===== src/logic/uspmc_pkg.sv =====
// package: codes, register offsets and timing for the usb serial mode control block
package uspmc_pkg;
  // register offsets (byte addresses)
  localparam logic [7:0] OFS_CTRL = 8'h00;
  localparam logic [7:0] OFS_CMD = 8'h04;
  localparam logic [7:0] OFS_STATUS = 8'h08;
  localparam logic [7:0] OFS_BEEP_PERIOD = 8'h0C;
  localparam logic [7:0] OFS_BEEP_DUTY = 8'h10;
  localparam logic [7:0] OFS_NV_IMAGE = 8'h14;
  // ctrl field positions
  localparam int CTRL_ILLUM_EN = 0;
  localparam int CTRL_BEEP_EN = 1;
  localparam int CTRL_GOOD_READ = 2;
  localparam int CTRL_WAKE_EN = 3;
  localparam int CTRL_LOW_POWER = 4;
  localparam int CTRL_REBOOT = 5;
  localparam int CTRL_REMOTE_WAKE = 6;
  // command codes written to the cmd register
  localparam logic [7:0] CMD_USB_SERIAL_SELECT = 8'h01;
  localparam logic [7:0] CMD_UART_SELECT = 8'h02;
  localparam logic [7:0] CMD_KEYBOARD_SELECT = 8'h03;
  localparam logic [7:0] CMD_PORT_FLOATING = 8'h10;
  localparam logic [7:0] CMD_PORT_PINNED = 8'h11;
  // reset values
  localparam logic [7:0] CTRL_RESET = 8'h40;
  localparam logic [15:0] BEEP_PERIOD_RESET = 16'h2710;
  localparam logic [15:0] BEEP_DUTY_RESET = 16'h1388;
  // timing: remote wakeup resume signalling length
  localparam int CLK_HZ = 40000000;
  localparam int RESUME_US = 10;
  localparam int RESUME_CYC = (CLK_HZ / 1000000) * RESUME_US;
  typedef enum logic [1:0] {
    USPMC_IF_UART = 2'b00,
    USPMC_IF_USB_SERIAL = 2'b01,
    USPMC_IF_KEYBOARD = 2'b10
  } uspmc_if_t;
  typedef enum logic [1:0] {
    USPMC_ST_RUN = 2'b00,
    USPMC_ST_LOW_POWER = 2'b01,
    USPMC_ST_RESUME = 2'b10
  } uspmc_state_t;
  typedef struct packed {
    logic [7:0] addr;
    logic [31:0] wdata;
    logic wr;
    logic rd;
  } uspmc_bus_t;
  typedef struct packed {
    uspmc_if_t ifMode;
    logic portPinned;
  } uspmc_nv_t;
endpackage

===== src/logic/uspmc_mode_control.sv =====
// top module: interface mode selection, usb link sideband, lamps and beeper
`timescale 1ns/1ps
////////////////////////////////////////////////////////////////////////////////
// Summary of operation
// - command or menu code selects usb serial
// - selection kept in persistent storage image
// - factory default is asynchronous serial interface
// - external light enabled disables good-read lamp
// - beeper driven active low by pwm
// - full speed usb, serial function class
// - remote wakeup enabled by default
// - commands float or pin port number
// - pinned setting applies only after reboot
module uspmc_mode_control #(
  parameter int RESUME_CYCLES = uspmc_pkg::RESUME_CYC
) (
  input wire logic clk, // 40 MHz clock
  input wire logic rst_n, // async reset, active low
  input wire uspmc_pkg::uspmc_bus_t bus, // register bus request
  output logic [31:0] rdata, // read data, cycle after read strobe
  input wire uspmc_pkg::uspmc_nv_t nvLoad, // persistent image at power-up
  input wire logic nvLoadValid, // pulse: nvLoad is valid
  output uspmc_pkg::uspmc_nv_t nvStore, // image to persist
  output logic nvStoreReq, // pulse: write nvStore
  input wire logic menuCodeValid, // pulse: decoded menu symbol present
  input wire logic [7:0] menuCode, // decoded menu command code
  input wire logic scan_start_in_n, // trigger, active low
  input wire logic aimer_wake_in_n, // aim / wake, active low
  input wire logic usbSuspend, // host has suspended the bus
  output logic scanStart, // pulse: scan requested
  output logic aimerOn, // aiming led on
  output logic good_read_lamp_n, // good-read led, active low
  output logic external_light_ctrl, // external light, low = on
  output logic beeper_drive_n, // beeper pwm, active low
  output logic low_power_indicator, // high in low power state
  output logic usbFullSpeed, // full speed pull-up request
  output logic usbSerialActive, // usb serial function presented
  output logic usbResume, // remote wakeup signalling
  output logic portPinnedActive // pinned port in force
);
  import uspmc_pkg::*;

  logic [7:0] ctrl_r;
  uspmc_if_t ifMode_r;
  logic portPinned_r;
  logic portPinnedLive_r;
  logic [15:0] beepPeriod_r;
  logic [15:0] beepDuty_r;
  logic [15:0] beepCnt_r;
  uspmc_state_t state_r;
  logic [15:0] resumeCnt_r;
  logic trigPrev_r;
  logic nvStoreReq_r;
  logic [31:0] rdata_r;
  logic cmdValid;
  logic [7:0] cmdCode;
  logic wakeReq;

  // write strobe aimed at one register offset
  function automatic logic hit(input uspmc_bus_t b, input logic [7:0] ofs);
    hit = b.wr && (b.addr == ofs);
  endfunction

  // codes that change the persistent image; anything else is ignored
  function automatic logic storedCode(input logic [7:0] c);
    storedCode = (c == CMD_USB_SERIAL_SELECT) || (c == CMD_UART_SELECT) ||
                 (c == CMD_KEYBOARD_SELECT) || (c == CMD_PORT_FLOATING) ||
                 (c == CMD_PORT_PINNED);
  endfunction

  ////////////////////////////////////////////////////////////////////////////
  // command source: register write or menu symbol; bus wins a clash
  always_comb begin
    cmdValid = hit(bus, OFS_CMD) || menuCodeValid;
    cmdCode = hit(bus, OFS_CMD) ? bus.wdata[7:0] : menuCode;
  end

  // either wake pin pulls the block out of low power, except while the bus is suspended with remote wakeup off
  always_comb begin
    wakeReq = !aimer_wake_in_n || !scan_start_in_n;
  end

  // active interface; the boot image outranks any command in the same cycle
  always_ff @(posedge clk or negedge rst_n) begin
    if (!rst_n) begin
      ifMode_r <= USPMC_IF_UART;
    end else if (nvLoadValid) begin
      ifMode_r <= nvLoad.ifMode;
    end else if (cmdValid) begin
      unique case (cmdCode)
        CMD_USB_SERIAL_SELECT: begin
          ifMode_r <= USPMC_IF_USB_SERIAL;
        end
        CMD_UART_SELECT: begin
          ifMode_r <= USPMC_IF_UART;
        end
        CMD_KEYBOARD_SELECT: begin
          ifMode_r <= USPMC_IF_KEYBOARD;
        end
        default: ;
      endcase
    end
  end

  // stored port-number choice; not in force until the next reboot
  always_ff @(posedge clk or negedge rst_n) begin
    if (!rst_n) begin
      portPinned_r <= 1'b0;
    end else if (nvLoadValid) begin
      portPinned_r <= nvLoad.portPinned;
    end else if (cmdValid && cmdCode == CMD_PORT_FLOATING) begin
      portPinned_r <= 1'b0;
    end else if (cmdValid && cmdCode == CMD_PORT_PINNED) begin
      portPinned_r <= 1'b1;
    end
  end

  // every accepted setting command asks for the image to be written back
  always_ff @(posedge clk or negedge rst_n) begin
    if (!rst_n) begin
      nvStoreReq_r <= 1'b0;
    end else begin
      nvStoreReq_r <= !nvLoadValid && cmdValid && storedCode(cmdCode);
    end
  end

  // pinned setting copied to the live copy only at reboot, never mid-session
  always_ff @(posedge clk or negedge rst_n) begin
    if (!rst_n) begin
      portPinnedLive_r <= 1'b0;
    end else if (nvLoadValid) begin
      portPinnedLive_r <= nvLoad.portPinned;
    end else if (ctrl_r[CTRL_REBOOT]) begin
      portPinnedLive_r <= portPinned_r;
    end
  end

  ////////////////////////////////////////////////////////////////////////////
  // control and beeper registers
  always_ff @(posedge clk or negedge rst_n) begin
    if (!rst_n) begin
      ctrl_r <= CTRL_RESET;
    end else begin
      if (hit(bus, OFS_CTRL)) begin
        ctrl_r <= bus.wdata[7:0];
      end else begin
        ctrl_r[CTRL_REBOOT] <= 1'b0; // reboot request is self-clearing
        // a wake also drops the software request, else the block re-enters at once
        if (state_r == USPMC_ST_LOW_POWER && wakeReq) begin
          ctrl_r[CTRL_LOW_POWER] <= 1'b0;
        end
      end
    end
  end

  always_ff @(posedge clk or negedge rst_n) begin
    if (!rst_n) begin
      beepPeriod_r <= BEEP_PERIOD_RESET;
      beepDuty_r <= BEEP_DUTY_RESET;
    end else begin
      if (hit(bus, OFS_BEEP_PERIOD)) begin
        beepPeriod_r <= bus.wdata[15:0];
      end
      if (hit(bus, OFS_BEEP_DUTY)) begin
        beepDuty_r <= bus.wdata[15:0];
      end
    end
  end

  // period sets tone: one cycle of the tone lasts period plus one clocks
  always_ff @(posedge clk or negedge rst_n) begin
    if (!rst_n) begin
      beepCnt_r <= 16'h0000;
    end else begin
      if (!ctrl_r[CTRL_BEEP_EN] || beepCnt_r >= beepPeriod_r) begin
        beepCnt_r <= 16'h0000;
      end else begin
        beepCnt_r <= beepCnt_r + 16'h0001;
      end
    end
  end

  // duty sets loudness; pin idles high so the beeper stays quiet when off
  always_ff @(posedge clk or negedge rst_n) begin
    if (!rst_n) begin
      beeper_drive_n <= 1'b1;
    end else begin
      beeper_drive_n <= !(ctrl_r[CTRL_BEEP_EN] && beepCnt_r < beepDuty_r);
    end
  end

  ////////////////////////////////////////////////////////////////////////////
  // low power, wake and remote wakeup
  always_ff @(posedge clk or negedge rst_n) begin
    if (!rst_n) begin
      state_r <= USPMC_ST_RUN;
      resumeCnt_r <= 16'h0000;
    end else begin
      unique case (state_r)
        USPMC_ST_RUN: begin
          if (ctrl_r[CTRL_LOW_POWER] || usbSuspend) begin
            state_r <= USPMC_ST_LOW_POWER;
          end
        end
        USPMC_ST_LOW_POWER: begin
          if (wakeReq) begin
            if (usbSuspend && ctrl_r[CTRL_REMOTE_WAKE]) begin
              state_r <= USPMC_ST_RESUME;
              resumeCnt_r <= RESUME_CYCLES[15:0];
            end else if (!usbSuspend) begin
              state_r <= USPMC_ST_RUN;
            end
          end else if (!usbSuspend && !ctrl_r[CTRL_LOW_POWER]) begin
            state_r <= USPMC_ST_RUN;
          end
        end
        USPMC_ST_RESUME: begin
          if (resumeCnt_r == 16'h0001) begin
            state_r <= USPMC_ST_RUN;
          end
          resumeCnt_r <= resumeCnt_r - 16'h0001;
        end
        default: state_r <= USPMC_ST_RUN;
      endcase
    end
  end

  // trigger edge: one scan request per falling edge, none in low power
  always_ff @(posedge clk or negedge rst_n) begin
    if (!rst_n) begin
      trigPrev_r <= 1'b1;
      scanStart <= 1'b0;
    end else begin
      trigPrev_r <= scan_start_in_n;
      scanStart <= trigPrev_r && !scan_start_in_n && state_r == USPMC_ST_RUN;
    end
  end

  ////////////////////////////////////////////////////////////////////////////
  // pins: lamps; the lamp is released whenever the light owns the shared pin
  always_ff @(posedge clk or negedge rst_n) begin
    if (!rst_n) begin
      good_read_lamp_n <= 1'b1;
      external_light_ctrl <= 1'b1;
    end else begin
      good_read_lamp_n <= ctrl_r[CTRL_ILLUM_EN] || !ctrl_r[CTRL_GOOD_READ];
      external_light_ctrl <= !(ctrl_r[CTRL_ILLUM_EN] && ctrl_r[CTRL_GOOD_READ]);
    end
  end

  // aim input means wake in low power, so the aimer follows it only in run
  always_ff @(posedge clk or negedge rst_n) begin
    if (!rst_n) begin
      aimerOn <= 1'b0;
      low_power_indicator <= 1'b0;
    end else begin
      aimerOn <= state_r == USPMC_ST_RUN && !aimer_wake_in_n;
      low_power_indicator <= state_r == USPMC_ST_LOW_POWER;
    end
  end

  // usb link status
  always_ff @(posedge clk or negedge rst_n) begin
    if (!rst_n) begin
      usbFullSpeed <= 1'b0;
      usbSerialActive <= 1'b0;
      usbResume <= 1'b0;
    end else begin
      usbFullSpeed <= ifMode_r == USPMC_IF_USB_SERIAL;
      usbSerialActive <= ifMode_r == USPMC_IF_USB_SERIAL;
      usbResume <= state_r == USPMC_ST_RESUME;
    end
  end

  assign nvStore.ifMode = ifMode_r;
  assign nvStore.portPinned = portPinned_r;
  assign nvStoreReq = nvStoreReq_r;
  assign portPinnedActive = portPinnedLive_r;

  ////////////////////////////////////////////////////////////////////////////
  // read path; unmapped addresses read zero
  always_ff @(posedge clk or negedge rst_n) begin
    if (!rst_n) begin
      rdata_r <= 32'h00000000;
    end else if (bus.rd) begin
      unique case (bus.addr)
        OFS_CTRL: rdata_r <= {24'h000000, ctrl_r};
        OFS_STATUS: rdata_r <= {24'h000000, portPinnedLive_r, state_r, portPinned_r,
                                ifMode_r, trigPrev_r, aimer_wake_in_n};
        OFS_BEEP_PERIOD: rdata_r <= {16'h0000, beepPeriod_r};
        OFS_BEEP_DUTY: rdata_r <= {16'h0000, beepDuty_r};
        OFS_NV_IMAGE: rdata_r <= {29'h00000000, portPinned_r, ifMode_r};
        default: rdata_r <= 32'h00000000;
      endcase
    end else begin
      rdata_r <= 32'h00000000;
    end
  end
  assign rdata = rdata_r;
endmodule // uspmc_mode_control


===== config.mk =====
export PLATFORM = sky130hd
export DESIGN_NAME = uspmc_mode_control
export DESIGN_NICKNAME = d
export VERILOG_FILES = /design/src/logic/uspmc_pkg.sv /design/src/logic/uspmc_mode_control.sv
export SDC_FILE = /design/constraint.sdc
export NUM_CORES = 1
export LEC_CHECK = 0
export ABC_AREA = 1
export CAP_MARGIN = 40
export CORE_MARGIN = 8
export CORE_UTILIZATION = 40
export DETAILED_ROUTE_END_ITERATION = 8
export DONT_BUFFER_PORTS = 1
export PLACE_DENSITY = 0.56
export SYNTH_ARGS = -nofsm -noshare
export SYNTH_HDL_FRONTEND = slang
export SYNTH_SLANG_ARGS = --single-unit
export TNS_END_PERCENT = 30

===== constraint.sdc =====
create_clock -name clk -period 3.25 [get_ports clk]
set_clock_uncertainty 0.15 [all_clocks]
set_input_delay 0.65 -clock clk [delete_from_list [all_inputs] [get_ports clk]]
set_output_delay 0.65 -clock clk [all_outputs]
set_load 0.05 [all_outputs]

* Word level (Yosys, flattened, before mapping) *
Cells that the tools add are included.

storage, ports and cells
  bits in registers = 104
  input bits = 60
  output and inout port bits = 46

operators by class
  $lt $le $gt $ge = 2
  reductions and logical operators = 45
  equality and inequality tests = 20
  multiplexer cells = 24
  add/sub/neg operators = 2

operator list
  operator                                             count
  one-hot mux 16 bit (5 select lines)                  1
  two-way mux 16 bit                                   4
  == test 8 x 5 -> 1 bit (second input constant)       4
  one-hot mux 16 bit (2 select lines)                  1
  two-way mux 2 bit                                    9
  adder 16 x 1 -> 16 bit (second input constant)       1
  == test 16 x 1 -> 1 bit (second input constant)      1
  == test 8 x 2 -> 1 bit (second input constant)       2
  == test 8 x 4 -> 1 bit (second input constant)       2
  greater-or-equal comparator 16 bit                   1
  logical AND 1 bit                                    16
  < comparator 16 bit                                  1
  subtractor 16 x 1 -> 16 bit (second input constant)  1
  one-hot mux 2 bit (3 select lines)                   2
  logical NOT 1 bit                                    9
  logical OR 1 bit                                     9
  == test 8 x 1 -> 1 bit (second input constant)       1
  == test 8 x 3 -> 1 bit (second input constant)       1
  logical NOT 8 bit                                    1
  two-way mux 8 bit                                    1
  != test 2 bit (second input constant)                4
  nonzero test 2 bit                                   4
  two-way mux 1 bit                                    6
  == test 2 x 1 -> 1 bit (second input constant)       2
  other kinds (9)                                      9

* Logic depth before layout (Yosys ltp) *
  word-level depth = 9
  gate-level depth with buffers = 14
  gate-level depth less buffers = 14

* Worst setup path after synthesis *
Ideal clock, no wire load.

  kind = register -> register
  from = register beepPeriod_r[13]
  to = register beepCnt_r[10]
  clock period less this slack = 1945 ps
  slack = 1305 ps
  arrival = 1724 ps
  cell stages (with the launch flop) = 11
  setup time = 72 ps
  path through = dfstp_2 > inv_1 > ha_1 > nand2_1 > inv_1 > o21ai_0 > nand2_1 > a21oi_1 > nand4_1 > buf_2 > nor2_1

between the ends
  cells in the longest elaborated chain, start to end = 3

ends and longest elaborated chain
  what                                line                       RTL
  from (decl)                         uspmc_mode_control.sv:47   logic [15:0] beepPeriod_r;
  from (signal assigned)              uspmc_mode_control.sv:162  beepPeriod_r <= bus.wdata[15:0];
  greater-or-equal comparator 16 bit  uspmc_mode_control.sv:175  if (!ctrl_r[CTRL_BEEP_EN] || beepCnt_r >= beepPeriod_r) begin
  logical OR 1 bit                    uspmc_mode_control.sv:175
  two-way mux 16 bit                  uspmc_mode_control.sv:175
  to (signal assigned)                uspmc_mode_control.sv:178  beepCnt_r <= beepCnt_r + 16'h0001;
  to (decl)                           uspmc_mode_control.sv:49   logic [15:0] beepCnt_r;

Every way passes these cells.
A chain may end at the register's enable or synchronous reset.

* Worst setup path after layout *
  from = register beepPeriod_r[13]
  to = register beepCnt_r[3]

Same word-level chain as after synthesis.

==> impl_metrics.csv <==
group,metric,value,unit
synthesis,synth-seq-area-share,0.453,
drt,via_count,4467,
power,share_clk_of_total_power,0.405,
power,p_sw_frac,0.257,
placement,gpl_congestion,0.825,
worst_setup_path,cp_data_arrival_time,2620,ps
run,maxCapViolCount,0,
die,core,0.0143,mm2
clock_network,clock-root-buffer,"clkbuf_16",
drt,remaining_drc_errors,0,
global_routing,grt-ovfl-total,0,
placement,placement.cell_area,0.00587,mm2
cells_and_area,area_delta_synth_final,7.38,%
worst_setup_path,critical_path_class,"reg -> reg",
sta,worst_pin_slew,868,ps
cells_and_area,fillers,1424,
power,leakage,2.89,nW
synthesis,mappedNetlistArea,0.00578,mm2
global_routing,largest_net_degree_at_the_start_of_global_routing,104,
hold_path,worst_hold_path_type,"in -> async",
die,fp.dieH,136,um
sta,timing.final.hold_violations,0,
sta,min_period_over_period,0.773,
die,fp-row-count,44,
clock_network,tritoncts_buffer_count,9,
global_routing,first_global_vias,4424,
drt,wire_per_inst,15.4,um
sta,summed_negative_setup_slack_over_all_endpoints,0,ps
clock_network,clk_latency,350,ps
global_routing,wire_length_of_the_first_global_routing_pass,22.3,mm
clock_network,cts_htree_levels,3,
sta,final_max_slew_viol_count,0,
sta,slew-limit-headroom,0.422,
cells_and_area,finish.net_count,792,
synthesis,synth_xor_area_frac,0.0212,
sta,rsz0062_at_grt,"false",
synthesis,main_combinational_cell_family_by_area_after_synthesis,"simple AND/OR/NAND/NOR gates",
cells_and_area,layout.cells.most_common_list,"nand2_1 (138), inv_1 (106), dfrtp_1 (89)",
synthesis,synthDistinctLibCells,43,
run_status,result_of_the_run,"finished clean",
synthesis,synth.yosys.warnings,0,
synthesis,ys_seq_elements,104,
cells_and_area,postLayoutCoreUtil,0.434,
synthesis,netlist.area_leader.share,0.385,
sta,achievable-frequency,398,MHz
placement,dp_hpwl,10.2,mm
synthesis,postSynthAreaPerCell,8.26,um2
power,vdd_ir_drop_max,267,uV
power,power_density,436,mW/mm2
global_routing,number_of_antenna_violations_at_the_first_check_in_global_routing,0,
drt,first_pass_iters,4,
clock_network,post_cts_resized,0,
cells_and_area,antennaDiodeCount,0,
sta,period_needed,2510,ps
clock_network,cts.clk_slew.worst_paths,70,ps
die,floorplan.initialDensity,0.404,
synthesis,synth_cells,700,
drt,initialDrtViolationCount,251,
synthesis,synthAdderAreaFrac,0.0735,
power,sequentialPowerShare,0.513,
clock_network,ctsLongestPathBuffers,2,
global_routing,grt_usage,0.154,
clock_network,hold_buffers_post_cts,2,
sta,setup_violations,0,
sta,hold_slack,78.8,ps
worst_setup_path,cp-start-kind,"flop",
power,internal_portion_of_total_power,2.01,mW
drt,via_per_inst,5.04,
drt,ant_nets,0,
worst_setup_path,worst_setup_ep_type,"flop",
die,die_area,0.0186,mm2
synthesis,post_synth_main_area_contributors,"dfrtp_1 (39%), nand2_1 (9.0%), ha_1 (7.4%)",
synthesis,synth_simple_gate_area_frac,0.224,
placement,port-buffer-count,0,
die,floorplan.die.width,136,um
cells_and_area,final_common_cell,"nand2_1",
clock_network,cts_tree,"built",
worst_setup_path,worst_ep_required_time,3360,ps
cells_and_area,stdcell_area,0.00621,mm2
clock_network,post-cts-setup-buffer-count,0,
drt,finalWirelength,13.7,mm
worst_setup_path,critPathMaxFanout,16,
die,pin_count,106,
power,net_switching_power_of_the_design,696,uW
synthesis,post-synth-top-area-cell,"dfrtp_1",
synthesis,synth_compound_gate_area_share,0.119,
cells_and_area,final_layout_size_suffix_gt1_frac,0.0882,
power,share_comb_of_total_power,0.081,
synthesis,muxShareOfSynthArea,0.00173,
clock_network,numClockSinks,104,
## worst max-delay path, cell delays in order, from the launching register on
cell and delay [ps]:
dfstp_2 540, inv_1 40, ha_1 310, nand2_1 80
inv_1 30, o21ai_0 140, nand2_1 80, a21oi_1 210
nand4_1 580, nor2_1 260
## routing by layer
metal	wire length, um	GRT usage	vias to the layer above
met5	0	0	-
met4	317	0.0628	0
met3	924	0.0462	19
met2	6210	0.240	124
met1	6210	0.195	2090
li1	-	-	2234
## Yosys cell counts (all sizes together)
cell	instances
inv	110
buf	28
ha	34
nand3	30
or3	1
o22ai	8
a41oi	1
nor2	77
dfstp	15
a22oi	9
nand2	147
a211oi	3
xnor2	2
a221oi	1
nand4	8
nor4	6
xor2	12
nor3	15
a32oi	1
nor3b	1
o21a	2
a32o	1
dfrtp	89
mux2i	1
o21bai	2
o221ai	3
o21ai	68
conb	1
a21oi	21
clkbuf	3
## layout make-up
type	instances	area, um2	area share
clock inverter	4	53.8	0.00866
clock buffer	12	246	0.0397
inverter	110	413	0.0665
timing repair buffer	3	45.0	0.00725
sequential	104	2620	0.422
tap	184	230	0.0371
multi-input combinational	470	2600	0.419
## cell families after synthesis
group | count (synthesis)
other cells | 1
buf+inv | 141
mux | 1
flops | 104
simple gates | 285
xor+xnor | 14
compound gates | 120
fa+ha+maj | 34
## sequential cells by signal (all words and copies together) (netlist names), 2 cells and up
name	cells
ifMode_r	2
rdata	16
beepDuty_r	16
ctrl_r	8
beepCnt_r	16
state_r	2
beepPeriod_r	16
resumeCnt_r	16
## per-stage QoR
| stage | std cells | worst slack [ps] | power (mW) |
|---|---|---|---|
| 3_5_place_dp | 869 | 704 | 1.60 |
| 4_1_cts | 887 | 682 | 2.74 |
| 6_report | 887 | 736 | 2.71 |
| 2_1_floorplan | 715 | 1300 | 1.58 |
| 3_3_place_gp | 869 | 802 | 1.60 |
| 5_1_grt | 887 | 413 | 2.84 |
## worst paths after layout
path | startpoint | to | slack [ps] | cells after the start
min in group clk | scan_start_in_n | trigPrev_r$_DFF_PN1_ | 140 | 0
hold / removal | rst_n | resumeCnt_r[9]$_DFFE_PN0P_ | 80 | 1
setup reg to reg | beepPeriod_r[13]$_DFFE_PN1P_ | beepCnt_r[3]$_DFF_PN0_ | 740 | 9
hold reg to reg | beepDuty_r[3]$_DFFE_PN1P_ | beepDuty_r[3]$_DFFE_PN1P_ | 330 | 2
setup / recovery | beepPeriod_r[13]$_DFFE_PN1P_ | beepCnt_r[3]$_DFF_PN0_ | 740 | 9
max in group asynchronous | rst_n | beeper_drive_n$_DFF_PN1_ | 2210 | 1
## power groups by stage
stage	clock network [mW]	logic [mW]	registers, mW
global placement	0	0.186	1.41
floorplan	0	0.188	1.39
finish	1.10	0.220	1.39
global route	1.19	0.253	1.39
detailed placement	0	0.191	1.41
CTS	1.13	0.224	1.39
Note: power is estimated with default switching activity, not from simulation.
